[src/include/monitor_result_defines.svh]
`ifndef MONITOR_RESULT_DEFINES_SVH
`define MONITOR_RESULT_DEFINES_SVH

// Register pointer values.
`define ADDR_BUS_VOLTAGE_RESULT  8'h02
`define ADDR_POWER_RESULT        8'h03
`define ADDR_CURRENT_RESULT      8'h04
`define ADDR_CALIBRATION_SCALE   8'h05

// Reset values.
`define RST_BUS_VOLTAGE_RESULT   16'h0000
`define RST_POWER_RESULT         16'h0000
`define RST_CURRENT_RESULT       16'h0000
`define RST_CALIBRATION_SCALE    16'h0000

// Bus voltage and calibration scale register field layout.
`define BUS_CODE_MSB_POS         15
`define BUS_CODE_LSB_POS         3
`define BUS_UNUSED_POS           2
`define CONV_READY_POS           1
`define MATH_OVF_POS             0
`define SCALE_VOID_POS           0

// Bus voltage code step and full-scale codes.
`define BUS_STEP_MV              4
`define BUS_FULL_SCALE_32V       13'h1F40
`define BUS_FULL_SCALE_16V       13'h0FA0

// Operating mode codes that leave the ready flag untouched when written.
`define MODE_POWER_DOWN          3'h0
`define MODE_DISABLE             3'h4

// Right shifts applied after each product.
`define CURRENT_SHIFT            12
`define POWER_SHIFT              12

`endif

[src/include/monitor_result_pkg.sv]
package monitor_result_pkg;

   typedef enum logic [1:0]
   {
      ST_IDLE   = 2'h0,
      ST_MUL_I  = 2'h1,
      ST_MUL_P  = 2'h3,
      ST_COMMIT = 2'h2
   } calc_state_t;

endpackage : monitor_result_pkg

[src/hdl/monitor_result_registers.sv]
// Operation
// - The bus voltage result always holds the code of the most recently completed conversion, clamped to full scale.
// - The 13-bit bus code sits in bits 15 to 3 with a 4 mV step.
// - Full scale is code 1F40 in the 32 V range and code 0FA0 in the 16 V range.
// - The ready flag in bit 1 sets only after the conversion and both the current and power products are done.
// - Result registers are readable at any time and show the last completed conversion.
// - Writing a new operating mode clears the ready flag unless the mode is power-down or disable.
// - Reading the power result clears the ready flag.
// - The overflow flag in bit 0 sets when the current or power product goes out of range.
// - The power result is read-only, resets to zero and is the current magnitude times bus voltage.
// - The current result is read-only, resets to zero and is two's complement with bit 15 as sign.
// - The current result is the shunt code times the calibration scale.
// - The calibration scale is writable, resets to zero and only bits 15 to 1 enter the products.
// - Bit 0 of the calibration scale always reads zero and ignores a written one.
// - Range and step of current and power follow from the calibration scale.
`timescale 1ns/1ns
`include "monitor_result_defines.svh"
module monitor_result_registers
   import monitor_result_pkg::*;
(
   input  wire logic        i_clk,
   input  wire logic        i_rstn,
   input  wire logic [7:0]  i_reg_addr,
   input  wire logic        i_reg_wr,
   input  wire logic [15:0] i_reg_wdata,
   input  wire logic        i_reg_rd,
   output logic      [15:0] o_reg_rdata,
   input  wire logic        i_mode_wr,
   input  wire logic [2:0]  i_mode,
   input  wire logic        i_conv_done,
   input  wire logic [15:0] i_shunt_code,
   input  wire logic [12:0] i_bus_code,
   input  wire logic        i_range_32v,
   output logic             o_conversion_ready_flag,
   output logic             o_busy
);

   calc_state_t state_r;
   calc_state_t state_nxt;
   logic [15:0] shunt_r;
   logic [15:0] shunt_nxt;
   logic [12:0] bus_r;
   logic [12:0] bus_nxt;
   logic [12:0] bus_clamped;
   logic [12:0] full_scale;

   logic [15:0] cal_r;
   logic [15:0] cal_nxt;
   logic [12:0] bus_code_r;
   logic [12:0] bus_code_nxt;
   logic [15:0] current_r;
   logic [15:0] current_nxt;
   logic [15:0] power_r;
   logic [15:0] power_nxt;
   logic        ready_r;
   logic        ready_nxt;
   logic        ovf_r;
   logic        ovf_nxt;
   logic [15:0] rdata_r;
   logic [15:0] rdata_nxt;

   logic [15:0] cur_prod;
   logic        cur_ovf;
   logic [15:0] pwr_prod;
   logic        pwr_ovf;
   logic [15:0] cur_mag;
   logic [15:0] cal_used;
   logic [15:0] bus_word;
   logic        commit;
   logic        ready_clear;

   // The void bit is forced low so only the upper fifteen bits scale.
   assign cal_used = {cal_r[15:1], 1'b0};

   scaled_multiplier
   #(
      .SHIFT        (`CURRENT_SHIFT),
      .UNSIGNED_OUT (1'b0)
   )
   u_current_mult
   (
      .i_clk      (i_clk),
      .i_rstn     (i_rstn),
      .i_a        ($signed(shunt_r)),
      .i_b        (cal_used),
      .o_product  (cur_prod),
      .o_overflow (cur_ovf)
   );

   // Power is a magnitude, so the current sign is dropped before the product.
   assign cur_mag = cur_prod[15] ? (16'h0000 - cur_prod) : cur_prod;

   scaled_multiplier
   #(
      .SHIFT        (`POWER_SHIFT),
      .UNSIGNED_OUT (1'b1)
   )
   u_power_mult
   (
      .i_clk      (i_clk),
      .i_rstn     (i_rstn),
      .i_a        ($signed(cur_mag)),
      .i_b        ({3'h0, bus_r}),
      .o_product  (pwr_prod),
      .o_overflow (pwr_ovf)
   );

   assign full_scale  = i_range_32v ? `BUS_FULL_SCALE_32V : `BUS_FULL_SCALE_16V;
   assign bus_clamped = (i_bus_code > full_scale) ? full_scale : i_bus_code;

   always_comb
   begin
      state_nxt = state_r;
      shunt_nxt = shunt_r;
      bus_nxt   = bus_r;
      commit    = 1'b0;
      case (state_r)
         ST_IDLE:
         begin
            // A conversion that ends while the products run is dropped; the front end paces slower.
            if (i_conv_done)
            begin
               shunt_nxt = i_shunt_code;
               bus_nxt   = bus_clamped;
               state_nxt = ST_MUL_I;
            end
         end
         ST_MUL_I:
         begin
            state_nxt = ST_MUL_P;
         end
         ST_MUL_P:
         begin
            state_nxt = ST_COMMIT;
         end
         ST_COMMIT:
         begin
            commit    = 1'b1;
            state_nxt = ST_IDLE;
         end
         default:
         begin
            state_nxt = ST_IDLE;
         end
      endcase
   end

   always_ff @(posedge i_clk or negedge i_rstn)
   begin
      if (!i_rstn)
      begin
         state_r <= ST_IDLE;
         shunt_r <= 16'h0000;
         bus_r   <= 13'h0000;
      end
      else
      begin
         state_r <= state_nxt;
         shunt_r <= shunt_nxt;
         bus_r   <= bus_nxt;
      end
   end

   assign ready_clear = (i_reg_rd && (i_reg_addr == `ADDR_POWER_RESULT))
                        || (i_mode_wr && (i_mode != `MODE_POWER_DOWN)
                            && (i_mode != `MODE_DISABLE));

   always_comb
   begin
      cal_nxt      = cal_r;
      bus_code_nxt = bus_code_r;
      current_nxt  = current_r;
      power_nxt    = power_r;
      ovf_nxt      = ovf_r;
      ready_nxt    = ready_r;
      if (i_reg_wr && (i_reg_addr == `ADDR_CALIBRATION_SCALE))
      begin
         cal_nxt = {i_reg_wdata[15:1], 1'b0};
      end
      if (ready_clear)
      begin
         ready_nxt = 1'b0;
      end
      // All results and both flags move on the same edge, and a set outranks a clear.
      if (commit)
      begin
         bus_code_nxt = bus_r;
         current_nxt  = cur_prod;
         power_nxt    = pwr_prod;
         ovf_nxt      = cur_ovf | pwr_ovf;
         ready_nxt    = 1'b1;
      end
   end

   always_ff @(posedge i_clk or negedge i_rstn)
   begin
      if (!i_rstn)
      begin
         cal_r      <= `RST_CALIBRATION_SCALE;
         bus_code_r <= 13'(`RST_BUS_VOLTAGE_RESULT >> `BUS_CODE_LSB_POS);
         current_r  <= `RST_CURRENT_RESULT;
         power_r    <= `RST_POWER_RESULT;
         ovf_r      <= 1'b0;
         ready_r    <= 1'b0;
      end
      else
      begin
         cal_r      <= cal_nxt;
         bus_code_r <= bus_code_nxt;
         current_r  <= current_nxt;
         power_r    <= power_nxt;
         ovf_r      <= ovf_nxt;
         ready_r    <= ready_nxt;
      end
   end

   always_comb
   begin
      bus_word = 16'h0000;
      bus_word[`BUS_CODE_MSB_POS:`BUS_CODE_LSB_POS] = bus_code_r;
      bus_word[`BUS_UNUSED_POS] = 1'b0;
      bus_word[`CONV_READY_POS] = ready_r;
      bus_word[`MATH_OVF_POS]   = ovf_r;
   end

   // Reads never wait on the ready flag; they return whatever was last committed.
   always_comb
   begin
      rdata_nxt = rdata_r;
      if (i_reg_rd)
      begin
         case (i_reg_addr)
            `ADDR_BUS_VOLTAGE_RESULT: rdata_nxt = bus_word;
            `ADDR_POWER_RESULT:       rdata_nxt = power_r;
            `ADDR_CURRENT_RESULT:     rdata_nxt = current_r;
            `ADDR_CALIBRATION_SCALE:  rdata_nxt = cal_r;
            default:                  rdata_nxt = 16'h0000;
         endcase
      end
   end

   always_ff @(posedge i_clk or negedge i_rstn)
   begin
      if (!i_rstn)
      begin
         rdata_r <= 16'h0000;
      end
      else
      begin
         rdata_r <= rdata_nxt;
      end
   end

   assign o_reg_rdata             = rdata_r;
   assign o_conversion_ready_flag = ready_r;
   assign o_busy                  = (state_r != ST_IDLE);

endmodule : monitor_result_registers

[src/hdl/scaled_multiplier.sv]
`timescale 1ns/1ns
module scaled_multiplier
#(
   parameter int SHIFT        = 12,
   parameter bit UNSIGNED_OUT = 1'b0
)
(
   input  wire logic               i_clk,
   input  wire logic               i_rstn,
   input  wire logic signed [15:0] i_a,
   input  wire logic        [15:0] i_b,
   output logic             [15:0] o_product,
   output logic                    o_overflow
);

   logic signed [32:0] prod;
   logic signed [32:0] scaled;
   logic        [15:0] product_nxt;
   logic               overflow_nxt;
   logic        [15:0] product_r;
   logic               overflow_r;

   always_comb
   begin
      prod         = i_a * $signed({1'b0, i_b});
      scaled       = prod >>> SHIFT;
      product_nxt  = scaled[15:0];
      overflow_nxt = 1'b0;
      // Out-of-range results saturate so a flagged value is at least the right sign.
      if (UNSIGNED_OUT)
      begin
         if (scaled < 0)
         begin
            product_nxt  = 16'h0000;
            overflow_nxt = 1'b1;
         end
         else if (scaled > 33'sd65535)
         begin
            product_nxt  = 16'hFFFF;
            overflow_nxt = 1'b1;
         end
      end
      else
      begin
         if (scaled > 33'sd32767)
         begin
            product_nxt  = 16'h7FFF;
            overflow_nxt = 1'b1;
         end
         else if (scaled < -33'sd32768)
         begin
            product_nxt  = 16'h8000;
            overflow_nxt = 1'b1;
         end
      end
   end

   always_ff @(posedge i_clk or negedge i_rstn)
   begin
      if (!i_rstn)
      begin
         product_r  <= 16'h0000;
         overflow_r <= 1'b0;
      end
      else
      begin
         product_r  <= product_nxt;
         overflow_r <= overflow_nxt;
      end
   end

   assign o_product  = product_r;
   assign o_overflow = overflow_r;

endmodule : scaled_multiplier

[config.mk]
export PLATFORM = sky130hd
export DESIGN_NAME = monitor_result_registers
export DESIGN_NICKNAME = d
export VERILOG_FILES = /design/src/include/monitor_result_pkg.sv /design/src/hdl/monitor_result_registers.sv /design/src/hdl/scaled_multiplier.sv
export VERILOG_INCLUDE_DIRS = /design/src /design/src/include
export SDC_FILE = /design/constraint.sdc
export NUM_CORES = 1
export LEC_CHECK = 0
export BUFFER_PORTS_ARGS = -buffer_cell sky130_fd_sc_hd__buf_2
export CAP_MARGIN = 10
export CORE_UTILIZATION = 39
export CTS_CLUSTER_DIAMETER = 30
export DETAILED_ROUTE_END_ITERATION = 7
export PLACE_DENSITY = 0.57
export REMOVE_ABC_BUFFERS = 1
export SLEW_MARGIN = 5
export SYNTH_ARGS = -nofsm -noshare
export SYNTH_HDL_FRONTEND = slang
export SYNTH_HIERARCHICAL = 1
export SYNTH_SLANG_ARGS = --single-unit
[constraint.sdc]
create_clock -name i_clk -period 17.6 [get_ports i_clk]
set_clock_uncertainty 0.05 [all_clocks]
set_input_delay 0 -clock i_clk [delete_from_list [all_inputs] [get_ports i_clk]]
set_output_delay 0 -clock i_clk [all_outputs]
set_load 0.005 [all_outputs]
**Word-level counts from Yosys, hierarchy flattened**

Index checks and enable logic that the tools add are counted.

- Flip-flop bits (word level): 143
- Logic and storage cells: 59

- Mux-type cells: 17
- Equality and inequality tests: 9
- Bitwise operators: 1
- Add/sub/neg operators: 1
- $lt $le $gt $ge: 5
- Reduce and logical (&&, ||, !) cells: 10
- Multipliers: 2

Operators with widths:

| kind | number |
|---|---|
| 2-to-1 mux 16 bit | 5 |
| one-hot mux 16 bit (4 select lines) | 1 |
| multiplier 16 x 16 -> 32 bit | 1 |
| multiplier 16 x 14 -> 30 bit | 1 |
| 2-to-1 mux 13 bit | 2 |
| > comparator 21 x 16 -> 1 bit, second input constant | 1 |
| < comparator 21 x 16 -> 1 bit, second input constant | 1 |
| > comparator 18 x 17 -> 1 bit, second input constant | 1 |
| < comparator 18 x 1 -> 1 bit, second input constant | 1 |
| equality test 8 x 2 -> 1 bit, second input constant | 2 |
| equality test 8 x 3 -> 1 bit, second input constant | 2 |
| subtractor 1 x 16 -> 16 bit, first input constant | 1 |
| > comparator 13 bit | 1 |
| one-hot mux 2 bit (4 select lines) | 1 |
| 2-to-1 mux 1 bit | 7 |
| equality test 2 bit, second input constant | 2 |
| logical AND 1 bit | 4 |
| nonzero test 2 bit | 2 |
| inequality test 3 bit, second input constant | 1 |
| nonzero test 3 bit | 1 |
| equality test 2 x 1 -> 1 bit, second input constant | 1 |
| zero test 2 bit | 1 |
| 2-to-1 mux 2 bit | 1 |
| inequality test 2 bit, second input constant | 1 |
| 3 further kinds | 3 |

**Depth between registers and ports, before layout**

- Depth in word-level cells: 6
- Depth in mapped cells: 30

**By module**

Netlist, hierarchy kept.

Modules (own cells, without submodules):

| module | cells each | times used | area each (sq um) | sequential area each (sq um) |
|---|---|---|---|---|
| scaled_multiplier (u_current_mult) | 1114 | 1 | 9830.7 | 425.4 |
| scaled_multiplier (u_power_mult) | 1046 | 1 | 9291.4 | 425.4 |
| monitor_result_registers | 439 | 1 | 4984.8 | 2727.6 |

**Worst setup path after synthesis**

OpenSTA, ideal clock, no wires.

- Path type: flip-flop to flip-flop
- From: register u_current_mult.product_r[8] (netlist: u_current_mult/o_product[8])
- To: register u_power_mult.product_r[10] (netlist: u_power_mult/o_product[10])
- Data required time: 17409 ps
- Path buffers: 3
- Period minus slack after synthesis: 7891 ps
- Arrival: 7699 ps
- Slack: 9709 ps
- Cell stages (with the launch flop): 26
- Path through: dfrtp_1 > or4_4 > or3_4 > nor4_1 > inv_1 > clkbuf_1 > nor2_1 > fa_1 > fa_1 > fa_1 > fa_1 > fa_1 > inv_1 > fa_1 > inv_1 > ha_1 > buf_6 > a21oi_4 > o21ai_2 > a221oi_2 > nand2b_1 > a31oi_1 > or4_4 > a2111oi_4 > buf_6 > a31oi_1

- Longest elaborated chain between the ends: 6

Ends and longest elaborated chain:

| what | RTL line | RTL |
|---|---|---|
| from (decl) | scaled_multiplier.sv:20 | `logic [15:0] product_r;` |
| from (signal assigned) | scaled_multiplier.sv:67 | `product_r <= product_nxt;` |
| subtractor 1 x 16 -> 16 bit (*) | monitor_result_registers.sv:91 | `assign cur_mag = cur_prod[15] ? (16'h0000 - cur_prod) : cur_prod;` |
| 2-to-1 mux 16 bit (*) | monitor_result_registers.sv:91 |  |
| named net cur_mag[15] | monitor_result_registers.sv:66 | `logic [15:0] cur_mag;` |
| multiplier 16 x 14 -> 30 bit (*) | scaled_multiplier.sv:25 | `prod = i_a * $signed({1'b0, i_b});` |
| > comparator 18 x 17 -> 1 bit | scaled_multiplier.sv:37 | `else if (scaled > 33'sd65535)` |
| 2-to-1 mux 16 bit | scaled_multiplier.sv:37 |  |
| 2-to-1 mux 16 bit (*) | scaled_multiplier.sv:32 | `if (scaled < 0)` |
| named net u_power_mult.product_nxt[10] | scaled_multiplier.sv:18 | `logic [15:0] product_nxt;` |
| to (signal assigned) | scaled_multiplier.sv:67 |  |
| to (decl) | scaled_multiplier.sv:20 |  |

Mark *: on every way through the listed nets, which the timed path passes. The rest lies on a longest branch.
A chain may end at the register's enable or synchronous reset.

**Worst setup path in the final report**

- From: register u_current_mult.product_r[0] (netlist: u_current_mult/o_product[0])
- To: register u_power_mult.product_r[4] (netlist: u_power_mult/o_product[4])

The elaborated chain is that of the path after synthesis.

==> flow_summary.yaml <==
outcome:
  run_status: "finished clean"
cts:
  post-cts-setup-buffer-count: 0
  clock_sinks: 143
  clkTransAtPathRegs_ns: 0.07
  htreeDepth: 4
  cts_buffer_depth: 2
  cts_tree: "done"
  cts_buffers: 17
  insertion_delay_ns: 0.43
  cts_root_buffer: "clkbuf_16"
worst_hold_path:
  min_from: "i_reg_wr"
  hp-class: "input port to register"
layout:
  fin_util_pct: 43.5
  multi_input_area_um2: 18200
  final_nets: 3379
  drive_gt1_share_pct: 9.78
  finalNonFillerCells: 3482
  final-seq-area_um2: 3580
  antennaDiodeCount: 0
  syn2layout_area_growth_pct: 9.63
  fill_cells: 5858
sta:
  fin_crit_sh_pct: 50.6
  setup_viol: 0
  timing_hold_violations_final: 0
  slew_headroom_pct: 17.9
  timing.final.crit_period_ns: 8.91
  tightest_slew_ns: 1.23
  fin_hold_ws_ns: 0.0309
  rsz0062_at_grt: "no"
  timing.fmax_mhz: 112
  drv_slew: 0
  setup_tns_ns: 0
worst_setup_path:
  cpMostUsedCell: "fa_1"
  path_buf_inv: 5
  arrival_ns: 9.11
  r2r-start: "u_current_mult/o_product[0]"
  crit_fanout: 19
  crit_family: "adder cells"
  worstPathRequired_ns: 17.79
  cp-end-kind: "register"
  cpPeakStageDelay_ns: 0.85
  cp_slowest_cell: "dfrtp_1"
  startpoint: "u_current_mult/o_product[0]"
  worstSetupStartpointType: "register"
  critPathKind: "register to register"
drt:
  dr.pass1.iters: 6
  detail_route.wirelength_um: 62900
  drc_errors: 0
  ant_nets: 0
  drt_iter0_markers: 1194
  drt-vias-per-instance: 5.20
  post_drt_wl_per_cell_um: 18.1
  vias: 18100
global_routing:
  overflow: 0
  grt.total_usage_pct: 20.9
  grt_max_degree: 87
  antenna_found_initial: 1
  grt_pass1_vias: 19300
  grt_pass1_wl_um: 104000
job:
  drv_cap: 0
logic_synthesis:
  async_reset_ff_share_pct: 100
  ys_ff_latch: 143
  netlist_area_um2: 24100
  avgSynthCellArea_um2: 9.28
  synth_common_cells: "514 x inv_1, 386 x fa_1, 362 x nand2_1"
  yosysTopAreaCell: "fa_1"
  ys.flop_type: "dfrtp_1"
  yosysSeqAreaShare_pct: 14.8
  synthTopCellsByArea: "fa_1 32%, dfrtp_1 15%, ha_1 13%"
  ys.warnings.count: 6
  synth.top_cell.area_share_pct: 32.1
  yosysMostFrequentCell: "inv_1"
  synth_edf_count: 0
  synth_cell_types: 93
  syn_inst: 2599
placed_design:
  dp.cells: 3396
  place_congestion: 0.896
  hpwl_um: 47900
  port_buffers: 78
floorplanning:
  core_area_um2: 60700
  die_y_um: 251
  die_w_um: 251
  start_util_pct: 39.7
  io_pins: 81
  rows: 90
  die-area_um2: 62800
-- worst reg2reg max path: cells and delay by family (launching register included) --
| family | cells | cell delay, ns |
|---|---|---|
| fa+ha+maj | 8 | 3.45 |
| compound gates | 6 | 1.83 |
| simple gates | 5 | 1.40 |
| flops | 1 | 0.85 |
| xor+xnor | 1 | 0.82 |
| buf+inv | 5 | 0.34 |
-- logic make-up after synthesis --
kind of cell               after synthesis  synth area share [%]
adders and majority gates              629                  44.7
xor gates and xnor gates                52                  1.89
buffers and inverters                  627                  10.3
DFF                                    143                  14.8
AOI/OAI and AO/OA                      288                  8.94
and+or+nand+nor                        796                  16.4
muxes                                   63                  2.93
other                                    1                0.0156
-- layout by cell type (no fill, tap or decap), types with 54 or more instances in the layout --
master	Yosys	routed
dfrtp_1	143	143
a21oi_1	61	61
nand2_1	362	362
nor2_1	63	63
fa_1	386	386
and2_1	239	239
buf_2	7	77
ha_1	243	243
mux2_2	60	60
inv_1	514	514
dlygate4sd3_1	0	54
-- area by class of cell --
cell class / count / share of cell area (%)
Clock inverter: 15 / 0.630
Timing Repair Buffer: 155 / 4.20
Tap cell: 782 / 3.70
Multi-Input combinational cell: 1855 / 69.0
Clock buffer: 17 / 1.61
Inverter: 515 / 7.31
Sequential cell: 143 / 13.5
-- metal layers --
metal	vias up	GRT usage [%]	share of wire [%]
li1	8302	-	-
met5	-	0	0
met4	0	5.59	2.2
met3	66	2.28	4.9
met1	9231	28.5	45
met2	513	35.1	48
-- path summary, 6_finish.rpt --
kind,to,slack [ns],depth (start not counted)
hold / removal,cal_r[1],0.03,3
setup reg to reg,u_power_mult/o_product[4],8.69,25
max in group asynchronous,power_r[1],16.12,3
min in group asynchronous,shunt_r[5],0.14,2
hold reg to reg,state_r[0],0.41,1
setup / recovery,u_power_mult/o_product[4],8.69,25
-- sequential cells by signal, indices dropped and copies added, names as in the netlist, 13 cells and up --
register	cells
u_current_mult/o_product	16
power_r	16
u_power_mult/o_product	16
o_reg_rdata	16
shunt_r	16
bus_code_r	13
current_r	16
bus_r	13
cal_r	15
-- stage by stage --
| step | setup slack (ns) | cell area (µm²) |
|---|---|---|
| 3_3_place_gp | 8.77 | 25300 |
| 5_1_grt | 8.24 | 26400 |
| 2_1_floorplan | 9.55 | 23700 |
| 6_report | 8.69 | 26400 |
| 4_1_cts | 8.64 | 26400 |
| 3_5_place_dp | 8.69 | 25300 |
-- timing repair --
action                    4_1_cts  5_1_grt
hold buffers                   54        0
hold endpoints to repair      139        0
gates resized for setup         0        0
Power is not shown: default switching activity piles up to over one toggle a cycle in this logic, so the estimate is an artifact.
